### config.mk
export PLATFORM = sky130hd
export DESIGN_NAME = vpc_event_classifier
export DESIGN_NICKNAME = d
export VERILOG_FILES = /design/src/design/vpc_pkg.sv /design/src/design/vpc_event_classifier.sv /design/src/design/vpc_lane_sum.sv
export VERILOG_INCLUDE_DIRS = /design/src /design/src/design
export SDC_FILE = /design/constraint.sdc
export NUM_CORES = 1
export LEC_CHECK = 0
export ABC_AREA = 1
export BUFFER_PORTS_ARGS = -buffer_cell sky130_fd_sc_hd__buf_4
export CORE_AREA = 2 2 61 63
export CTS_CLUSTER_DIAMETER = 150
export DETAILED_ROUTE_END_ITERATION = 10
export DIE_AREA = 0 0 63 65
export PLACE_DENSITY = 0.82
export SLEW_MARGIN = 10
export SYNTH_ARGS = -nofsm -noshare
export SYNTH_HDL_FRONTEND = slang
export SYNTH_SLANG_ARGS = --single-unit
### constraint.sdc
create_clock -name core_clk_i -period 1.3 [get_ports core_clk_i]
set_input_delay 0.13 -clock core_clk_i [delete_from_list [all_inputs] [get_ports core_clk_i]]
set_output_delay 0.13 -clock core_clk_i [all_outputs]
set_load 0.01 [all_outputs]
### src/design/vpc_regs.svh
`ifndef VPC_REGS_SVH
`define VPC_REGS_SVH
`define VPC_EVT_RANGE_LO 16'h8000
`define VPC_EVT_RANGE_HI 16'h80FF
`define VPC_EVT_RETIRED 16'h8002
`define VPC_EVT_SPEC 16'h8006
`define VPC_EVT_UOP 16'h8008
`define VPC_EVT_SIMD_UOP 16'h8009
`define VPC_EVT_VEC_UOP 16'h800A
`define VPC_EVT_BOTH_UOP 16'h800B
`define VPC_EVT_ANY_UOP 16'h800C
`define VPC_EVT_PFX_LO 16'h807C
`define VPC_EVT_PFX_HI 16'h807F
`define VPC_CNT_RESET 4'h0
`endif

### src/design/vpc_pkg.sv
package vpc_pkg;
    typedef enum logic [2:0] {
        VPC_CLS_OTHER,
        VPC_CLS_VECTOR,
        VPC_CLS_SIMD,
        VPC_CLS_SIMD_SCALAR,
        VPC_CLS_CRYPTO,
        VPC_CLS_MOVE
    } vpc_class_t;
    typedef enum logic [1:0] {
        VPC_NUM_NONE,
        VPC_NUM_INT,
        VPC_NUM_FP
    } vpc_num_t;
endpackage : vpc_pkg

### src/design/vpc_event_classifier.sv
`timescale 1ns/1ns
`include "vpc_regs.svh"
module vpc_event_classifier
    import vpc_pkg::*;
#(
    parameter int LANES = 4,
    parameter int CW = 4,
    parameter bit COUNT_PREFIX = 1'b1,
    parameter bit COUNT_NARROW_STATE = 1'b1,
    parameter bit CRYPTO_AS_SIMD = 1'b1,
    parameter bit CRYPTO_AS_SCALAR = 1'b0,
    parameter bit SPEC_FROM_RETIRE = 1'b0
) (
    input wire logic core_clk_i,
    input wire logic sys_rst_i,
    input wire logic wide_state_i,
    input wire logic [LANES-1:0] ret_valid_i,
    input wire vpc_pkg::vpc_class_t [LANES-1:0] ret_class_i,
    input wire logic [LANES-1:0] ret_prefix_i,
    input wire logic [LANES-1:0] spec_valid_i,
    input wire vpc_pkg::vpc_class_t [LANES-1:0] spec_class_i,
    input wire logic [LANES-1:0] spec_prefix_i,
    input wire vpc_pkg::vpc_num_t [LANES-1:0] spec_num_i,
    input wire logic [LANES-1:0] uop_valid_i,
    input wire vpc_pkg::vpc_class_t [LANES-1:0] uop_class_i,
    input wire logic [LANES-1:0] uop_prefix_i,
    output logic [CW-1:0] vector_retired_instr_event_o,
    output logic [CW-1:0] vector_speculative_op_event_o,
    output logic [CW-1:0] micro_op_speculative_event_o,
    output logic [CW-1:0] packed_simd_micro_op_event_o,
    output logic [CW-1:0] vector_micro_op_event_o,
    output logic [CW-1:0] simd_or_vector_micro_op_event_o,
    output logic [CW-1:0] any_simd_micro_op_event_o,
    output logic [CW-1:0] vector_int_op_event_o,
    output logic [CW-1:0] vector_fp_op_event_o
);
    import vpc_pkg::*;

    localparam int NEV = 9;
    // Event numbers for the retired and speculative outputs, both inside the reserved block.
    localparam logic [15:0] EVT_RET = `VPC_EVT_RETIRED;
    localparam logic [15:0] EVT_SPC = `VPC_EVT_SPEC;

    logic [LANES-1:0] hit [NEV];
    logic [CW-1:0] sum [NEV];
    logic [CW-1:0] cnt_r [NEV];
    logic [LANES-1:0] sp_v;
    vpc_class_t sp_c [LANES];
    logic [LANES-1:0] sp_p;
    logic cnt_en;

    function automatic logic is_simd(input vpc_class_t c);
        logic r;
        r = (c == VPC_CLS_SIMD) || (c == VPC_CLS_SIMD_SCALAR);
        if (c == VPC_CLS_CRYPTO) begin
            r = CRYPTO_AS_SIMD;
        end
        return r;
    endfunction : is_simd

    // Narrow-state counting is a strap; the block reports nothing there if cleared.
    assign cnt_en = wide_state_i | COUNT_NARROW_STATE;

    // The pipeline's own speculation view is reused so the speculative, int and fp events agree with the base ones.
    always_comb begin
        for (int k = 0; k < LANES; k++) begin
            sp_v[k] = SPEC_FROM_RETIRE ? ret_valid_i[k] : spec_valid_i[k];
            sp_c[k] = SPEC_FROM_RETIRE ? ret_class_i[k] : spec_class_i[k];
            sp_p[k] = SPEC_FROM_RETIRE ? ret_prefix_i[k] : spec_prefix_i[k];
        end
    end

    always_comb begin
        for (int e = 0; e < NEV; e++) begin
            hit[e] = '0;
        end
        for (int k = 0; k < LANES; k++) begin
            // Load, store, prefetch and predicate ops arrive already tagged vector.
            hit[0][k] = ret_valid_i[k] && ret_class_i[k] == VPC_CLS_VECTOR
                && (COUNT_PREFIX || !ret_prefix_i[k]);
            hit[1][k] = sp_v[k] && sp_c[k] == VPC_CLS_VECTOR
                && (COUNT_PREFIX || !sp_p[k]);
            // Micro-ops are taken at issue, so squashed paths count too.
            hit[2][k] = uop_valid_i[k] && (COUNT_PREFIX || !uop_prefix_i[k]);
            hit[3][k] = hit[2][k] && is_simd(uop_class_i[k]);
            hit[4][k] = hit[2][k] && uop_class_i[k] == VPC_CLS_VECTOR;
            hit[5][k] = hit[3][k] || hit[4][k];
            hit[6][k] = hit[5][k] || (hit[2][k] && CRYPTO_AS_SCALAR
                && uop_class_i[k] == VPC_CLS_CRYPTO);
            // One number class per op, so int and fp can never both fire.
            hit[7][k] = hit[1][k] && spec_num_i[k] == VPC_NUM_INT;
            hit[8][k] = hit[1][k] && spec_num_i[k] == VPC_NUM_FP;
        end
    end

    // Unused recommended events are left out to save area.
    for (genvar e = 0; e < NEV; e++) begin : g_sum
        vpc_lane_sum #(.LANES(LANES), .CW(CW)) u_sum (
            .hit_i(hit[e]),
            .sum_o(sum[e])
        );
        always_ff @(posedge core_clk_i or posedge sys_rst_i) begin
            if (sys_rst_i) begin
                cnt_r[e] <= `VPC_CNT_RESET;
            end else begin
                cnt_r[e] <= cnt_en ? sum[e] : `VPC_CNT_RESET;
            end
        end
    end

    assign vector_retired_instr_event_o = cnt_r[0];
    assign vector_speculative_op_event_o = cnt_r[1];
    assign micro_op_speculative_event_o = cnt_r[2];
    assign packed_simd_micro_op_event_o = cnt_r[3];
    assign vector_micro_op_event_o = cnt_r[4];
    assign simd_or_vector_micro_op_event_o = cnt_r[5];
    assign any_simd_micro_op_event_o = cnt_r[6];
    assign vector_int_op_event_o = cnt_r[7];
    assign vector_fp_op_event_o = cnt_r[8];

    a_event_range: assert property (@(posedge core_clk_i) disable iff (sys_rst_i)
        EVT_RET >= `VPC_EVT_RANGE_LO && EVT_SPC <= `VPC_EVT_RANGE_HI)
        else $error("Event number outside reserved block.");
    a_ret_count: assert property (@(posedge core_clk_i) disable iff (sys_rst_i)
        cnt_en |=> vector_retired_instr_event_o == $past(sum[0]))
        else $error("Retired count mismatch.");
    a_int_fp_excl: assert property (@(posedge core_clk_i) disable iff (sys_rst_i)
        (hit[7] & hit[8]) == '0)
        else $error("Op flagged both int and fp.");
    a_uop_wrong_path: assert property (@(posedge core_clk_i) disable iff (sys_rst_i)
        (cnt_en && uop_valid_i != '0 && COUNT_PREFIX)
        |=> micro_op_speculative_event_o != '0)
        else $error("Issued micro-op not counted.");
    a_simd_subset: assert property (@(posedge core_clk_i) disable iff (sys_rst_i)
        packed_simd_micro_op_event_o <= simd_or_vector_micro_op_event_o
        && simd_or_vector_micro_op_event_o <= micro_op_speculative_event_o)
        else $error("Micro-op event nesting broken.");
    a_spec_count: assert property (@(posedge core_clk_i) disable iff (sys_rst_i)
        (cnt_en && sp_v == '0) |=> vector_speculative_op_event_o == '0)
        else $error("Speculative count without ops.");
    a_narrow_off: assert property (@(posedge core_clk_i) disable iff (sys_rst_i)
        !cnt_en |=> vector_retired_instr_event_o == '0 && vector_micro_op_event_o == '0)
        else $error("Counted while disabled.");
    a_prefix_drop: assert property (@(posedge core_clk_i) disable iff (sys_rst_i)
        (!COUNT_PREFIX && ret_valid_i == ret_prefix_i) |=> vector_retired_instr_event_o == '0)
        else $error("Prefix counted while excluded.");
    // While cnt_en is set, each event output is the lane sum registered one cycle earlier.
    a_spec_next: assert property (@(posedge core_clk_i) disable iff (sys_rst_i)
        cnt_en |=> vector_speculative_op_event_o == $past(sum[1]))
        else $error("Speculative count mismatch.");
    a_uop_next: assert property (@(posedge core_clk_i) disable iff (sys_rst_i)
        cnt_en |=> micro_op_speculative_event_o == $past(sum[2]))
        else $error("Micro-op count mismatch.");
    a_simd_next: assert property (@(posedge core_clk_i) disable iff (sys_rst_i)
        cnt_en |=> packed_simd_micro_op_event_o == $past(sum[3]))
        else $error("Packed micro-op count mismatch.");
    a_vec_next: assert property (@(posedge core_clk_i) disable iff (sys_rst_i)
        cnt_en |=> vector_micro_op_event_o == $past(sum[4]))
        else $error("Vector micro-op count mismatch.");
    a_union_next: assert property (@(posedge core_clk_i) disable iff (sys_rst_i)
        cnt_en |=> simd_or_vector_micro_op_event_o == $past(sum[5]))
        else $error("Union micro-op count mismatch.");
    a_any_next: assert property (@(posedge core_clk_i) disable iff (sys_rst_i)
        cnt_en |=> any_simd_micro_op_event_o == $past(sum[6]))
        else $error("Any micro-op count mismatch.");
    a_int_next: assert property (@(posedge core_clk_i) disable iff (sys_rst_i)
        cnt_en |=> vector_int_op_event_o == $past(sum[7]))
        else $error("Integer op count mismatch.");
    a_fp_next: assert property (@(posedge core_clk_i) disable iff (sys_rst_i)
        cnt_en |=> vector_fp_op_event_o == $past(sum[8]))
        else $error("Floating-point op count mismatch.");
    // A count can never exceed the number of lanes seen in one cycle.
    a_ret_cap: assert property (@(posedge core_clk_i) disable iff (sys_rst_i)
        vector_retired_instr_event_o <= CW'(LANES))
        else $error("Retired count above lane total.");
    a_uop_cap: assert property (@(posedge core_clk_i) disable iff (sys_rst_i)
        micro_op_speculative_event_o <= CW'(LANES))
        else $error("Micro-op count above lane total.");
    a_intfp_sum: assert property (@(posedge core_clk_i) disable iff (sys_rst_i)
        vector_int_op_event_o + vector_fp_op_event_o <= vector_speculative_op_event_o)
        else $error("Int and fp counts exceed speculative count.");
    a_vec_in_uop: assert property (@(posedge core_clk_i) disable iff (sys_rst_i)
        vector_micro_op_event_o <= micro_op_speculative_event_o)
        else $error("Vector micro-ops exceed all micro-ops.");
    c_spec_full: cover property (@(posedge core_clk_i) disable iff (sys_rst_i)
        vector_speculative_op_event_o == CW'(LANES));
    c_ret_full: cover property (@(posedge core_clk_i) disable iff (sys_rst_i)
        vector_retired_instr_event_o == CW'(LANES));
    c_int_fp: cover property (@(posedge core_clk_i) disable iff (sys_rst_i)
        vector_int_op_event_o != '0 && vector_fp_op_event_o != '0);
    c_simd_uop: cover property (@(posedge core_clk_i) disable iff (sys_rst_i)
        packed_simd_micro_op_event_o != '0);
endmodule : vpc_event_classifier

### src/design/vpc_lane_sum.sv
`timescale 1ns/1ns
module vpc_lane_sum #(
    parameter int LANES = 4,
    parameter int CW = 4
) (
    input wire logic [LANES-1:0] hit_i,
    output logic [CW-1:0] sum_o
);
    always_comb begin
        sum_o = '0;
        for (int k = 0; k < LANES; k++) begin
            sum_o = sum_o + CW'(hit_i[k]);
        end
    end
endmodule : vpc_lane_sum

## Word level (Yosys, flattened, before mapping)

Cells that the tools add are included.

| storage, ports and cells | value |
|---|---|
| bits in registers | 32 |
| latch bits | 0 |
| RAM bits | 0 |
| ROM bits | 0 |
| input port bits | 71 |
| output and inout bits | 36 |
| word-level logic and storage cells | 100 |
| memories | 0 |

| cells by class | value |
|---|---|
| $add $sub $neg | 24 |
| multipliers | 0 |
| divide/modulo/power cells | 0 |
| $lt $le $gt $ge | 0 |
| equal/unequal tests | 32 |
| shift operators | 0 |
| muxes and demuxes | 4 |
| bitwise logic cells | 0 |
| reductions and logical operators | 32 |

Operators with widths:

| operator | count |
|---|---|
| $add A4 B1 Y4 | 16 |
| $eq A3 B1 Y1 const B | 12 |
| $eq A3 B2 Y1 const B | 8 |
| $logic_and A1 B1 Y1 | 24 |
| $add A1 B1 Y2 | 8 |
| $eq A3 B3 Y1 const B | 4 |
| $eq A2 B1 Y1 const B | 4 |
| $eq A2 B2 Y1 const B | 4 |
| $logic_or A1 B1 Y1 | 8 |
| $mux W1 | 4 |

## Logic depth before layout (Yosys ltp)

Gate-level depths: netlist of the first run.

| depth | value |
|---|---|
| depth after elaboration | 8 |
| mapped depth | 7 |
| depth with buffers taken out | 7 |

## By module

Synthesis of the first run repeated with hierarchy kept, for this count alone.

| second synthesis, totals | value |
|---|---|
| cells, all modules | 158 |
| area, all modules | 1726.7 um2 |

Modules (own cells, without submodules):

| module | times used | cells each | area an instance (um2) | seq. area each (um2) |
|---|---|---|---|---|
| vpc_event_classifier | 1 | 113 | 1219.9 | 900.9 |
| vpc_lane_sum | 9 | 5 | 56.3 | 0.0 |

## Least setup slack after synthesis of the first run

OpenSTA, ideal clock, no wires.

| timing | value |
|---|---|
| path kind | input to register |
| start point | input uop_class_i[2] (netlist bit) |
| end point | register cnt_r (netlist bit simd_or_vector_micro_op_event_o[1]) |
| setup time | 126 ps |
| data arrival time | 1347 ps |
| data required time | 1174 ps |
| path slack | -173 ps |
| stages | 7 |
| buffers on the path | 0 |
| path through | nor2_1 > nor2_1 > nand2_1 > nand2_1 > ha_1 > fa_1 > ha_1 |

| between the ends | value |
|---|---|
| cells in the longest elaborated chain, start to end | 8 |
| elaborated cells between the ends (all ways) | 12 |
| those cells by class | add/sub (3); eq/ne (4); mux (1); reduce/logical (4) |

Ends and longest elaborated chain:

| element | line | text |
|---|---|---|
| from (decl) | vpc_event_classifier.sv:25 | `input wire vpc_pkg::vpc_class_t [LANES-1:0] uop_class_i,` |
| $eq A3 B2 Y1 | vpc_event_classifier.sv:54 | `r = (c == VPC_CLS_SIMD) \|\| (c == VPC_CLS_SIMD_SCALAR);` |
| $logic_or A1 B1 Y1 | vpc_event_classifier.sv:54 |  |
| $mux W1 | vpc_event_classifier.sv:55 | `if (c == VPC_CLS_CRYPTO) begin` |
| $logic_and A1 B1 Y1 | vpc_event_classifier.sv:85 | `hit[3][k] = hit[2][k] && is_simd(uop_class_i[k]);` |
| $logic_or A1 B1 Y1 * | vpc_event_classifier.sv:87 | `hit[5][k] = hit[3][k] \|\| hit[4][k];` |
| $add A1 B1 Y2 * | vpc_lane_sum.sv:12 | `sum_o = sum_o + CW'(hit_i[k]);` |
| $add A4 B1 Y4 * (2 in series) | vpc_lane_sum.sv:12 |  |
| named net g_sum[5].u_sum.sum_o[1] | vpc_lane_sum.sv:7 | `output logic [CW-1:0] sum_o` |
| to (signal, indexed assignment) | vpc_event_classifier.sv:104 | `` cnt_r[e] <= `VPC_CNT_RESET; `` |
| to (signal, indexed assignment) | vpc_event_classifier.sv:106 | `` cnt_r[e] <= cnt_en ? sum[e] : `VPC_CNT_RESET; `` |
| to (decl) | vpc_event_classifier.sv:46 | `logic [CW-1:0] cnt_r [NEV];` |

The timed path passes the listed nets; every way through them passes the cells marked *.

## Worst setup path in the final report of the first run

| timing | value |
|---|---|
| start point | input uop_class_i[4] (netlist bit) |
| end point | register cnt_r (netlist bit packed_simd_micro_op_event_o[1]) |

| between the ends | value |
|---|---|
| cells in the longest elaborated chain, start to end | 7 |
| elaborated cells between the ends (all ways) | 9 |
| those cells by class | add/sub (3); eq/ne (3); mux (1); reduce/logical (2) |

Ends and longest elaborated chain:

| element | line |
|---|---|
| $eq A3 B2 Y1 | vpc_event_classifier.sv:54 |
| $logic_or A1 B1 Y1 | vpc_event_classifier.sv:54 |
| $mux W1 * | vpc_event_classifier.sv:55 |
| $logic_and A1 B1 Y1 * | vpc_event_classifier.sv:85 |
| $add A1 B1 Y2 * | vpc_lane_sum.sv:12 |
| $add A4 B1 Y4 * (2 in series) | vpc_lane_sum.sv:12 |
| named net g_sum[3].u_sum.sum_o[1] | vpc_lane_sum.sv:7 |

Marks and branches as above.

==> results.rst, run 1 <==
.. list-table::
   :header-rows: 1

   * - Metric
     - Value
   * - Kind of start point of the critical path
     - primary input
   * - Type of the worst setup path
     - in2reg
   * - Total negative slack for setup checks
     - 0 ns
   * - Overall die width
     - about 63 um
   * - Post-Syn Instances
     - between 100 and 150
   * - Layout cell share with drive strength beyond 1
     - 0.470
   * - Portion of the post-synthesis area used by sequential elements
     - 0.426
   * - Synthesized cell area
     - roughly 1400 um^2
   * - PnR worst setup slack
     - roughly 0.039 ns
   * - Area share of and/or/nand/nor cells after synthesis
     - 0.158
   * - Register bit count reported by yosys
     - 24
   * - Top cells by area in the synthesized netlist
     - sky130_fd_sc_hd__dfrtp_1, sky130_fd_sc_hd__ha_1, sky130_fd_sc_hd__fa_1
   * - Worst setup slack before clock tree synthesis
     - -0.296 ns
   * - Share of cell area taken by muxes after synthesis
     - 0
   * - Maximum number of pins on one net before global-route repair
     - 25
   * - Most heavily used metal layer in global routing
     - met2
   * - Required @ worst endpoint
     - roughly 1.5 ns
   * - Global-route met3 utilization
     - 0.0399
   * - XOR/XNOR share of the synthesized area
     - 0
   * - Highest clock rate
     - between 700 and 800 MHz
   * - Met1 demand-to-capacity share in global routing
     - 0.141
   * - Clock Root Buffer
     - sky130_fd_sc_hd__clkbuf_4
   * - Number of antenna violations at the first check in global routing
     - 0
   * - H-Tree Level Count
     - 1
   * - Hold Fails Final Rpt
     - 0
   * - Total via count after detailed routing
     - roughly 1200
   * - Hold Path Class
     - in2reg
   * - Die ar.
     - about 4000 um^2
   * - Number of placed I/O pins
     - around 110
   * - Final critical path time including I/O delays and setup
     - roughly 1.3 ns
   * - Final GP Congestion
     - roughly 0.83
   * - Number of buffers between clock root and the deepest sink
     - 2
   * - Combinational share of power
     - 0.283
   * - Switch share
     - 0.259
   * - CTS tree
     - yes
   * - Worst Hold Margin
     - 0.101 ns
   * - Vias per std cell
     - 4.40
   * - Capturing element type of the critical path
     - flop
   * - Pwr Total
     - roughly 1.7 mW
   * - Share of the clock period used by the worst path after layout
     - 0.970
   * - Fraction of post-synthesis cell area in the top cell type by area
     - 0.426
   * - Number of violations of the max-capacitance limit
     - 0
   * - CP Data Arrival Time
     - 1.47 ns
   * - Routed len/inst
     - approximately 10 um
   * - Outcome
     - finished clean
   * - DP HPWL
     - ~2700 um
   * - Area share of fa/ha/maj cells after synthesis
     - 0.256
   * - Violation count after the first detailed-routing iteration
     - 46
   * - Cell internal power dissipation
     - between 1 and 1.5 mW
   * - Starting Density
     - 0.403
   * - Die Y-Extent
     - 65 um
   * - Met2 usage
     - 0.310
   * - Slew Limit Fails
     - 0
   * - Synthesized area per cell
     - ~9.6 um^2
   * - Cell type contributing the most total cell area after synthesis
     - sky130_fd_sc_hd__dfrtp_1
   * - Cell Rows
     - 22
   * - Pre-antenna DRT Iters
     - 4
   * - Number of clock buffers inserted by TritonCTS
     - 3
   * - Crit path max fanout
     - 2
   * - Total wirelength of the detailed-routed design
     - 2910 um
   * - Share of total power in sequential cells
     - 0.491
   * - Final global-route overflow total
     - 0
   * - Layout fillers
     - a little under 300
   * - Placed Instance Area
     - around 2100 um^2
   * - Ys Warns
     - 0
   * - Fin area
     - 2190 um^2
   * - Switching power total
     - about 430 uW
   * - Leakage power figure
     - around 1.3 nW
   * - Number of I/O port buffers
     - 84
   * - Remaining antenna violation count after routing
     - 0
   * - Yosys cell types
     - 14
   * - Clock Power Share
     - 0.226
   * - Worst supply voltage drop on vdd
     - ~300 uV
   * - Setup violations, final
     - 0
   * - Post-synthesis compound-gate area fraction
     - 0.0142
   * - First-pass GRT wire length
     - a little under 5000 um
   * - Number of global-route vias before repair
     - between 1000 and 1500
   * - Combinational family with the most area after synthesis
     - adder cells
   * - Clock transition at the registers of the reported paths
     - around 0.13 ns
   * - # diodes
     - 0
   * - Clk sink count
     - 24
   * - Overall global routing resource usage
     - 0.155
   * - Worst hold path stage count
     - 2
   * - Final net count
     - 330
   * - Area growth from synthesis to final layout
     - 55.1%
   * - Floorplan Core Area
     - approximately 3500 um^2
   * - # DRC
     - 0
   * - Power density of the placed cells
     - ~760 nW/um^2
[layout by cell type, fill, tap and decap left out]
cell type,instances
sky130_fd_sc_hd__buf_4,86
sky130_fd_sc_hd__inv_1,27
sky130_fd_sc_hd__dfrtp_1,24
sky130_fd_sc_hd__nand2_1,18
sky130_fd_sc_hd__ha_1,14
sky130_fd_sc_hd__nor2_1,12
sky130_fd_sc_hd__conb_1,9
sky130_fd_sc_hd__fa_2,6
sky130_fd_sc_hd__nand3_1,5
sky130_fd_sc_hd__or2_0,4
sky130_fd_sc_hd__nor2_4,3
sky130_fd_sc_hd__inv_2,3
sky130_fd_sc_hd__nand3_2,3
sky130_fd_sc_hd__nor2_2,3
sky130_fd_sc_hd__clkbuf_4,3
sky130_fd_sc_hd__nand4_1,2
sky130_fd_sc_hd__a21oi_1,2
sky130_fd_sc_hd__o21ai_0,2
sky130_fd_sc_hd__nor3_1,2
sky130_fd_sc_hd__fa_1,2
sky130_fd_sc_hd__ha_4,2
sky130_fd_sc_hd__clkbuf_8,1
sky130_fd_sc_hd__dlygate4sd3_1,1
[worst paths after layout]
check	from	to	slack, ns
setup / recovery	uop_class_i[4]	packed_simd_micro_op_event_o[1]$_DFF_PP0_	0.04
hold / removal	uop_valid_i[3]	micro_op_speculative_event_o[0]$_DFF_PP0_	0.10
max in group asynchronous	sys_rst_i	vector_int_op_event_o[1]$_DFF_PP0_	0.66
min in group asynchronous	sys_rst_i	packed_simd_micro_op_event_o[1]$_DFF_PP0_	0.41
[critical path, cell delays in order]
cell and delay, ns:
sky130_fd_sc_hd__buf_4 0.12, sky130_fd_sc_hd__nor2_4 0.10, sky130_fd_sc_hd__nor2_1 0.05, sky130_fd_sc_hd__nand2_1 0.08, sky130_fd_sc_hd__inv_1 0.05, sky130_fd_sc_hd__ha_1 0.31
sky130_fd_sc_hd__fa_2 0.35, sky130_fd_sc_hd__ha_1 0.27
[synth_stat cells]
master / instances
sky130_fd_sc_hd__nand3_1: 8
sky130_fd_sc_hd__inv_1: 30
sky130_fd_sc_hd__o21ai_0: 2
sky130_fd_sc_hd__nand2_1: 18
sky130_fd_sc_hd__a21oi_1: 2
sky130_fd_sc_hd__dfrtp_1: 24
sky130_fd_sc_hd__conb_1: 1
sky130_fd_sc_hd__buf_4: 12
sky130_fd_sc_hd__nor2_1: 18
sky130_fd_sc_hd__or2_0: 4
sky130_fd_sc_hd__nor3_1: 2
sky130_fd_sc_hd__ha_1: 16
sky130_fd_sc_hd__nand4_1: 2
sky130_fd_sc_hd__fa_1: 8
[what timing repair did]
action | 4_1_cts | 5_1_grt
setup buffers | 0 | 0
hold endpoints to repair | 24 | 0
setup endpoints to repair | 0 | 1
hold buffers | 1 | 0
resized for setup | 0 | 2
[logic make-up after synthesis]
logic type                 after synthesis
and+or+nand+nor                         52
DFF                                     24
other                                    1
AOI/OAI and AO/OA                        4
adders and majority gates               24
buffers and inverters                   42
[stage by stage]
step | utilization | std cells
floorplan | - | 155
global placement | 0.611 | 277
detailed placement | 0.611 | 277
CTS | 0.624 | 282
global route | 0.626 | 282
finish | 0.626 | 282
[routing by layer]
metal,share of wire,up-vias
met5,0,-
met4,0.015,0
met3,0.063,4
met2,0.59,50
met1,0.33,587
li1,-,599
[sequential cells by signal, indices dropped and copies added, names as in the netlist]
register	flops
vector_retired_instr_event_o	3
vector_speculative_op_event_o	3
packed_simd_micro_op_event_o	3
vector_int_op_event_o	3
simd_or_vector_micro_op_event_o	3
vector_fp_op_event_o	3
micro_op_speculative_event_o	3
vector_micro_op_event_o	3
[final cells by class]
class	instances	area (um^2)	share of cell area
multi-input combinational	89	722	0.330
timing repair buffer	87	656	0.300
sequential	24	601	0.275
inverter	30	113	0.0515
tap	48	60.1	0.0275
clock buffer	4	36.3	0.0166
[power by group through the flow]
stage               clock [mW]  combinational (mW)  sequential (mW)
finish                   0.376               0.470            0.817
global route             0.431               0.522            0.823
CTS                      0.390               0.474            0.818
detailed placement           0               0.471            0.833
global placement             0               0.455            0.832
floorplan                    0               0.186            0.863
Power figures use the tool's default switching activity.
==> inputs of run 2 (changes only) <==
--- a/config.mk
+++ b/config.mk
@@ -8,12 +8,10 @@
 export LEC_CHECK = 0
 export ABC_AREA = 1
 export BUFFER_PORTS_ARGS = -buffer_cell sky130_fd_sc_hd__buf_4
-export CORE_AREA = 2 2 61 63
+export CORE_AREA = 2 2 79 81
 export CTS_CLUSTER_DIAMETER = 150
 export DETAILED_ROUTE_END_ITERATION = 10
-export DIE_AREA = 0 0 63 65
-export PLACE_DENSITY = 0.82
-export SLEW_MARGIN = 10
+export DIE_AREA = 0 0 81 83
 export SYNTH_ARGS = -nofsm -noshare
 export SYNTH_HDL_FRONTEND = slang
 export SYNTH_SLANG_ARGS = --single-unit
==> constraint.sdc (replaced) <==
create_clock -name core_clk_i -period 1.3 [get_ports core_clk_i]
set_input_delay 0.065 -clock core_clk_i [delete_from_list [all_inputs] [get_ports core_clk_i]]
set_output_delay 0.065 -clock core_clk_i [all_outputs]
set_load 0.01 [all_outputs]
==> results.rst, run 2 (synthesis results as in run 1) <==
.. list-table::
   :header-rows: 1

   * - Metric
     - Value
   * - Switch share
     - 0.252
   * - CTS tree
     - yes
   * - Type of the worst setup path
     - in2reg
   * - Cell breakdown of the critical path
     - buf_4, nor2_2, nor2_1, nand2_1, nand2_1, ha_1, fa_2, ha_1
   * - Number of antenna violations at the first check in global routing
     - 0
   * - Final global-route overflow total
     - 0
   * - Fin area
     - approximately 2200 um^2
   * - # DRC
     - 0
   * - Area growth from synthesis to final layout
     - 56.3%
   * - Total via count after detailed routing
     - approximately 1200
   * - Worst supply voltage drop on vdd
     - approximately 400 uV
   * - Clock Root Buffer
     - sky130_fd_sc_hd__clkbuf_8
   * - Clk sink count
     - 24
   * - Final cell utilization of the core
     - 0.379
   * - Pwr Total
     - approximately 1.8 mW
   * - Final net count
     - around 330
   * - Sequential cell area
     - around 600 um^2
   * - Violation count after the first detailed-routing iteration
     - 12
   * - Share of total power in sequential cells
     - 0.461
   * - Total wirelength of the detailed-routed design
     - 3130 um
   * - Power density of the placed cells
     - 804 nW/um^2
   * - Outcome
     - finished clean
   * - Switching power total
     - about 450 uW
   * - PnR worst setup slack
     - between 0.06 and 0.07 ns
   * - Number of buffers and inverters on the critical path
     - 1
   * - Most common cell after layout, fill and taps aside
     - sky130_fd_sc_hd__buf_4
   * - Layout cell share with drive strength beyond 1
     - 0.434
   * - Required @ worst endpoint
     - about 1.5 ns
   * - CP Data Arrival Time
     - about 1.4 ns
   * - Final critical path time including I/O delays and setup
     - 1.24 ns
   * - Floorplan Core Area
     - slightly below 6000 um^2
   * - Highest cell delay on the worst timing path
     - 0.33 ns
   * - Crit path max-delay cell type
     - sky130_fd_sc_hd__fa_2
   * - Overall global routing resource usage
     - 0.0990
   * - Capturing element type of the critical path
     - flop
   * - First-pass GRT wire length
     - approximately 5300 um
   * - Cell internal power dissipation
     - approximately 1.3 mW
   * - Setup repair after global routing missed its margin
     - false
   * - Share of the clock period used by the worst path after layout
     - 0.953
   * - Highest clock rate
     - 807 MHz
   * - Number of placed I/O pins
     - approximately 110
   * - Worst setup slack before clock tree synthesis
     - -0.216 ns
   * - Vias per std cell
     - between 3 and 4
   * - Combined area of the multi-input logic cells
     - between 600 and 700 um^2
   * - Placed Instance Area
     - ~2100 um^2
   * - # diodes
     - 0
   * - H-Tree Level Count
     - 1
   * - Number of clock buffers inserted by TritonCTS
     - 3
   * - Number of I/O port buffers
     - 84
   * - Number of violations of the max-capacitance limit
     - 0
   * - Number of global-route vias before repair
     - 1230
   * - Kind of start point of the critical path
     - primary input
   * - Starting Density
     - 0.242
   * - Most frequent cells in the layout
     - sky130_fd_sc_hd__buf_4, sky130_fd_sc_hd__inv_1, sky130_fd_sc_hd__dfrtp_1
   * - Pre-antenna DRT Iters
     - 4
   * - Remaining antenna violation count after routing
     - 0
   * - Setup violations, final
     - 0
   * - Die ar.
     - 6720 um^2
   * - Final GP Congestion
     - between 0.7 and 0.8
   * - Slew Limit Fails
     - 0
   * - Layout fillers
     - roughly 600
   * - Launch point of the worst path
     - uop_class_i[2]
   * - Overall die width
     - ~81 um
   * - Number of buffers between clock root and the deepest sink
     - 2
   * - DP HPWL
     - approximately 2800 um
   * - Maximum number of pins on one net before global-route repair
     - 25
   * - Crit path max fanout
     - 2
   * - Gate family responsible for the most delay along the worst path
     - adder cells
   * - CP endpoint
     - simd_or_vector_micro_op_event_o[1]$_DFF_PP0_
   * - Routed len/inst
     - 10.1 um
   * - Cell Rows
     - 28
   * - Combinational share of power
     - 0.259
   * - Path length in cells of the critical path
     - 8
   * - Total negative slack for setup checks
     - 0 ns
   * - Hold Fails Final Rpt
     - 0
   * - Die Y-Extent
     - between 80 and 90 um
   * - Clock transition at the registers of the reported paths
     - about 0.080 ns
   * - Leakage power figure
     - between 1 and 1.5 nW
   * - Clock Power Share
     - 0.280
   * - Hold Path Class
     - in2reg
## run 2: per-stage QoR
stage | hold slack, ns | std cells
final | 0.0981 | 310
after global routing | 0.0968 | 310
after floorplan | 0.0796 | 155
after CTS | 0.0941 | 310
after global placement | 0.142 | 305
after detailed placement | 0.147 | 305
## run 2: cell type report
| cell class | count | area share |
|---|---|---|
| clock buffers | 4 | 0.0250 |
| flip-flops and latches | 24 | 0.272 |
| well taps | 75 | 0.0426 |
| multi-input cells | 89 | 0.308 |
| repair buffers | 88 | 0.301 |
| inverters | 30 | 0.0511 |
## run 2: routing by layer
metal	wire [um]	track usage	part of all wire	vias to the layer above
met5	0	0	0	-
li1	-	-	-	598
met2	1610	0.178	0.51	54
met3	285	0.0217	0.091	2
met1	1200	0.113	0.38	553
met4	33	0.0324	0.011	0
## run 2: power groups by stage
stage | clock, mW | combinational [mW] | sequential, mW
floorplan | 0 | 0.180 | 0.863
global placement | 0 | 0.458 | 0.835
detailed placement | 0 | 0.467 | 0.835
CTS | 0.525 | 0.471 | 0.820
global route | 0.553 | 0.515 | 0.823
finish | 0.497 | 0.459 | 0.818
## run 2: how the worst min path moves through the flow
| stage | from | endpoint | slack [ns] | cells after the start |
|---|---|---|---|---|
| after floorplan | sys_rst_i | micro_op_speculative_event_o[0]$_DFF_PP0_ | 0.08 | 1 |
| after global placement | sys_rst_i | vector_int_op_event_o[0]$_DFF_PP0_ | 0.14 | 3 |
| after detailed placement | sys_rst_i | vector_retired_instr_event_o[1]$_DFF_PP0_ | 0.15 | 3 |
| after CTS | uop_valid_i[3] | micro_op_speculative_event_o[0]$_DFF_PP0_ | 0.09 | 2 |
| after global routing | uop_valid_i[3] | micro_op_speculative_event_o[0]$_DFF_PP0_ | 0.1 | 2 |
| final | uop_valid_i[3] | micro_op_speculative_event_o[0]$_DFF_PP0_ | 0.1 | 2 |
## run 2: what timing repair did
| action | in CTS | in global routing |
|---|---|---|
| endpoints found under the hold margin | 24 | 0 |
| resized for setup | 0 | 1 |
| hold buffers | 1 | 0 |
| setup buffers | 0 | 0 |
| endpoints found under the setup margin | 0 | 2 |
==> inputs of run 3 (changes only) <==
==> constraint.sdc (replaced) <==
create_clock -name core_clk_i -period 1 [get_ports core_clk_i]
set_input_delay 0.05 -clock core_clk_i [delete_from_list [all_inputs] [get_ports core_clk_i]]
set_output_delay 0.05 -clock core_clk_i [all_outputs]
set_load 0.01 [all_outputs]
==> results.rst, run 3 (synthesis results as in run 1) <==
.. list-table::
   :header-rows: 1

   * - Metric
     - Value
   * - PnR worst setup slack
     - -0.167 ns
   * - Placed insts
     - 308
   * - Placed Instance Area
     - approximately 2300 um^2
   * - Number of violations of the max-capacitance limit
     - 0
   * - Highest clock rate
     - between 800 and 900 MHz
   * - Violation count after the first detailed-routing iteration
     - 15
   * - Crit path max fanout
     - 3
   * - Pre-antenna DRT Iters
     - 3
   * - Area growth from synthesis to final layout
     - 78.1%
   * - Overall global routing resource usage
     - 0.103
   * - Starting Density
     - 0.242
   * - Clock Root Buffer
     - sky130_fd_sc_hd__clkbuf_8
   * - Switching power total
     - slightly above 600 uW
   * - Setup repair after global routing missed its margin
     - true
   * - Capturing element type of the critical path
     - flop
   * - Number of I/O port buffers
     - 84
   * - Type of the worst setup path
     - in2reg
   * - Share of the clock period used by the worst path after layout
     - 1.17
   * - Met1 demand-to-capacity share in global routing
     - 0.112
   * - Most frequent cells in the layout
     - sky130_fd_sc_hd__buf_4, sky130_fd_sc_hd__dfrtp_1, sky130_fd_sc_hd__inv_1
   * - Number of global-route vias before repair
     - 1276
   * - Final GP Congestion
     - between 0.7 and 0.8
   * - Hold Path Class
     - in2reg
   * - Switch share
     - 0.258
   * - Kind of start point of the critical path
     - primary input
   * - Share of total power in sequential cells
     - 0.444
   * - Overall die width
     - 81 um
   * - Setup violations, final
     - 18
   * - Combinational share of power
     - 0.289
   * - Layout cell share with drive strength beyond 1
     - 0.577
   * - Final net count
     - between 300 and 400
   * - Worst supply voltage drop on vdd
     - 470 uV
   * - Pwr Total
     - approximately 2.4 mW
   * - DP HPWL
     - roughly 2800 um
   * - H-Tree Level Count
     - 1
   * - Floorplan Core Area
     - 5820 um^2
   * - First-pass GRT wire length
     - 5460 um
   * - Cell internal power dissipation
     - between 1.5 and 2 mW
   * - Worst setup slack before clock tree synthesis
     - -0.481 ns
   * - Most heavily used metal layer in global routing
     - met2
   * - Clk sink count
     - 24
   * - Number of placed I/O pins
     - between 100 and 150
   * - Number of clock buffers inserted by TritonCTS
     - 3
   * - Slew Limit Fails
     - 0
   * - Power density of the placed cells
     - 955 nW/um^2
   * - Total via count after detailed routing
     - approximately 1200
   * - Die ar.
     - 6720 um^2
   * - CTS tree
     - yes
   * - Cell Count, Final, Fillers Out
     - 314
   * - Routed len/inst
     - ~11 um
   * - Clock Power Share
     - 0.267
   * - Hold wc startpoint
     - uop_valid_i[3]
   * - Vias per std cell
     - approximately 4
   * - Total wirelength of the detailed-routed design
     - between 3000 and 4000 um
   * - Cell Rows
     - 28
   * - Number of antenna violations at the first check in global routing
     - 0
   * - Final critical path time including I/O delays and setup
     - around 1.2 ns
   * - Total negative slack for setup checks
     - -1.65 ns
   * - Met2 usage
     - 0.195
   * - Launch point of the worst path
     - spec_class_i[2]
   * - CP Data Arrival Time
     - around 1.4 ns
   * - Hold Fails Final Rpt
     - 0
   * - # diodes
     - 0
   * - # DRC
     - 0
   * - Required @ worst endpoint
     - 1.20 ns
   * - Die Y-Extent
     - 83 um
   * - Layout fillers
     - about 590
   * - Outcome
     - finished with violations
   * - Number of buffers between clock root and the deepest sink
     - 2
   * - Violated checks
     - setup timing
   * - Final global-route overflow total
     - 0
   * - Maximum number of pins on one net before global-route repair
     - 25
   * - Leakage power figure
     - around 1.4 nW
   * - Global-route met3 utilization
     - 0.0239
   * - Clock transition at the registers of the reported paths
     - 0.08 ns
   * - Remaining antenna violation count after routing
     - 0
   * - Most common cell after layout, fill and taps aside
     - sky130_fd_sc_hd__buf_4
   * - Fin area
     - 2510 um^2
[run 3: cell types whose count changed in the layout (fill, tap and decap cells not counted), sizes merged]
cell  previous run  this run
buf             87        91
[run 3: final timing paths]
kind / to / cells after the start
worst max-delay path: vector_fp_op_event_o[1]$_DFF_PP0_ / 7
worst min-delay path: micro_op_speculative_event_o[0]$_DFF_PP0_ / 3
max in group asynchronous: vector_retired_instr_event_o[1]$_DFF_PP0_ / 4
min in group asynchronous: vector_speculative_op_event_o[1]$_DFF_PP0_ / 4
[run 3: what timing repair did]
| action | 4_1_cts | 5_1_grt |
|---|---|---|
| hold buffers | 1 | 0 |
| resized for setup | 21 | 10 |
| hold endpoints to repair | 24 | 0 |
| buffers inserted | 1 | 0 |
| cloned | 0 | 0 |
| setup endpoints to repair | 19 | 18 |
| pin swaps | 17 | 13 |
[run 3: metrics by stage]
| stage | util | hold WS, ns |
|---|---|---|
| final | 0.432 | 0.190 |
| after global routing | 0.432 | 0.189 |
| after CTS | 0.422 | 0.186 |
| after detailed placement | 0.389 | 0.121 |
| after global placement | 0.389 | 0.123 |
| after floorplan | - | 0.0646 |
[run 3: routing by layer]
metal | wire length (um) | part of all wire
met3 | 230 | 0.068
met4 | 15 | 0.0045
met5 | 0 | 0
met1 | 1170 | 0.35
met2 | 1950 | 0.58
[run 3: critical path: stages]
cell and delay, ns:
sky130_fd_sc_hd__buf_6 0.09, sky130_fd_sc_hd__nor2_4 0.11, sky130_fd_sc_hd__nand3_4 0.09, sky130_fd_sc_hd__nor2_4 0.14
sky130_fd_sc_hd__ha_4 0.21, sky130_fd_sc_hd__fa_2 0.40, sky130_fd_sc_hd__ha_4 0.27
[run 3: power groups by stage]
| stage | logic, mW | registers, mW | clock network [mW] |
|---|---|---|---|
| floorplan | 0.254 | 1.12 | 0 |
| global placement | 0.632 | 1.08 | 0 |
| detailed placement | 0.654 | 1.09 | 0 |
| CTS | 0.694 | 1.07 | 0.666 |
| global route | 0.778 | 1.07 | 0.727 |
| finish | 0.694 | 1.06 | 0.639 |
[run 3: cell type report]
cell class	instances	area (um^2)	share of cell area
Multi-Input combinational cell	89	915	0.364
Timing Repair Buffer	92	734	0.292
Sequential cell	24	601	0.239
Inverter	30	113	0.0448
Tap cell	75	93.8	0.0374
Clock buffer	4	55.1	0.0219
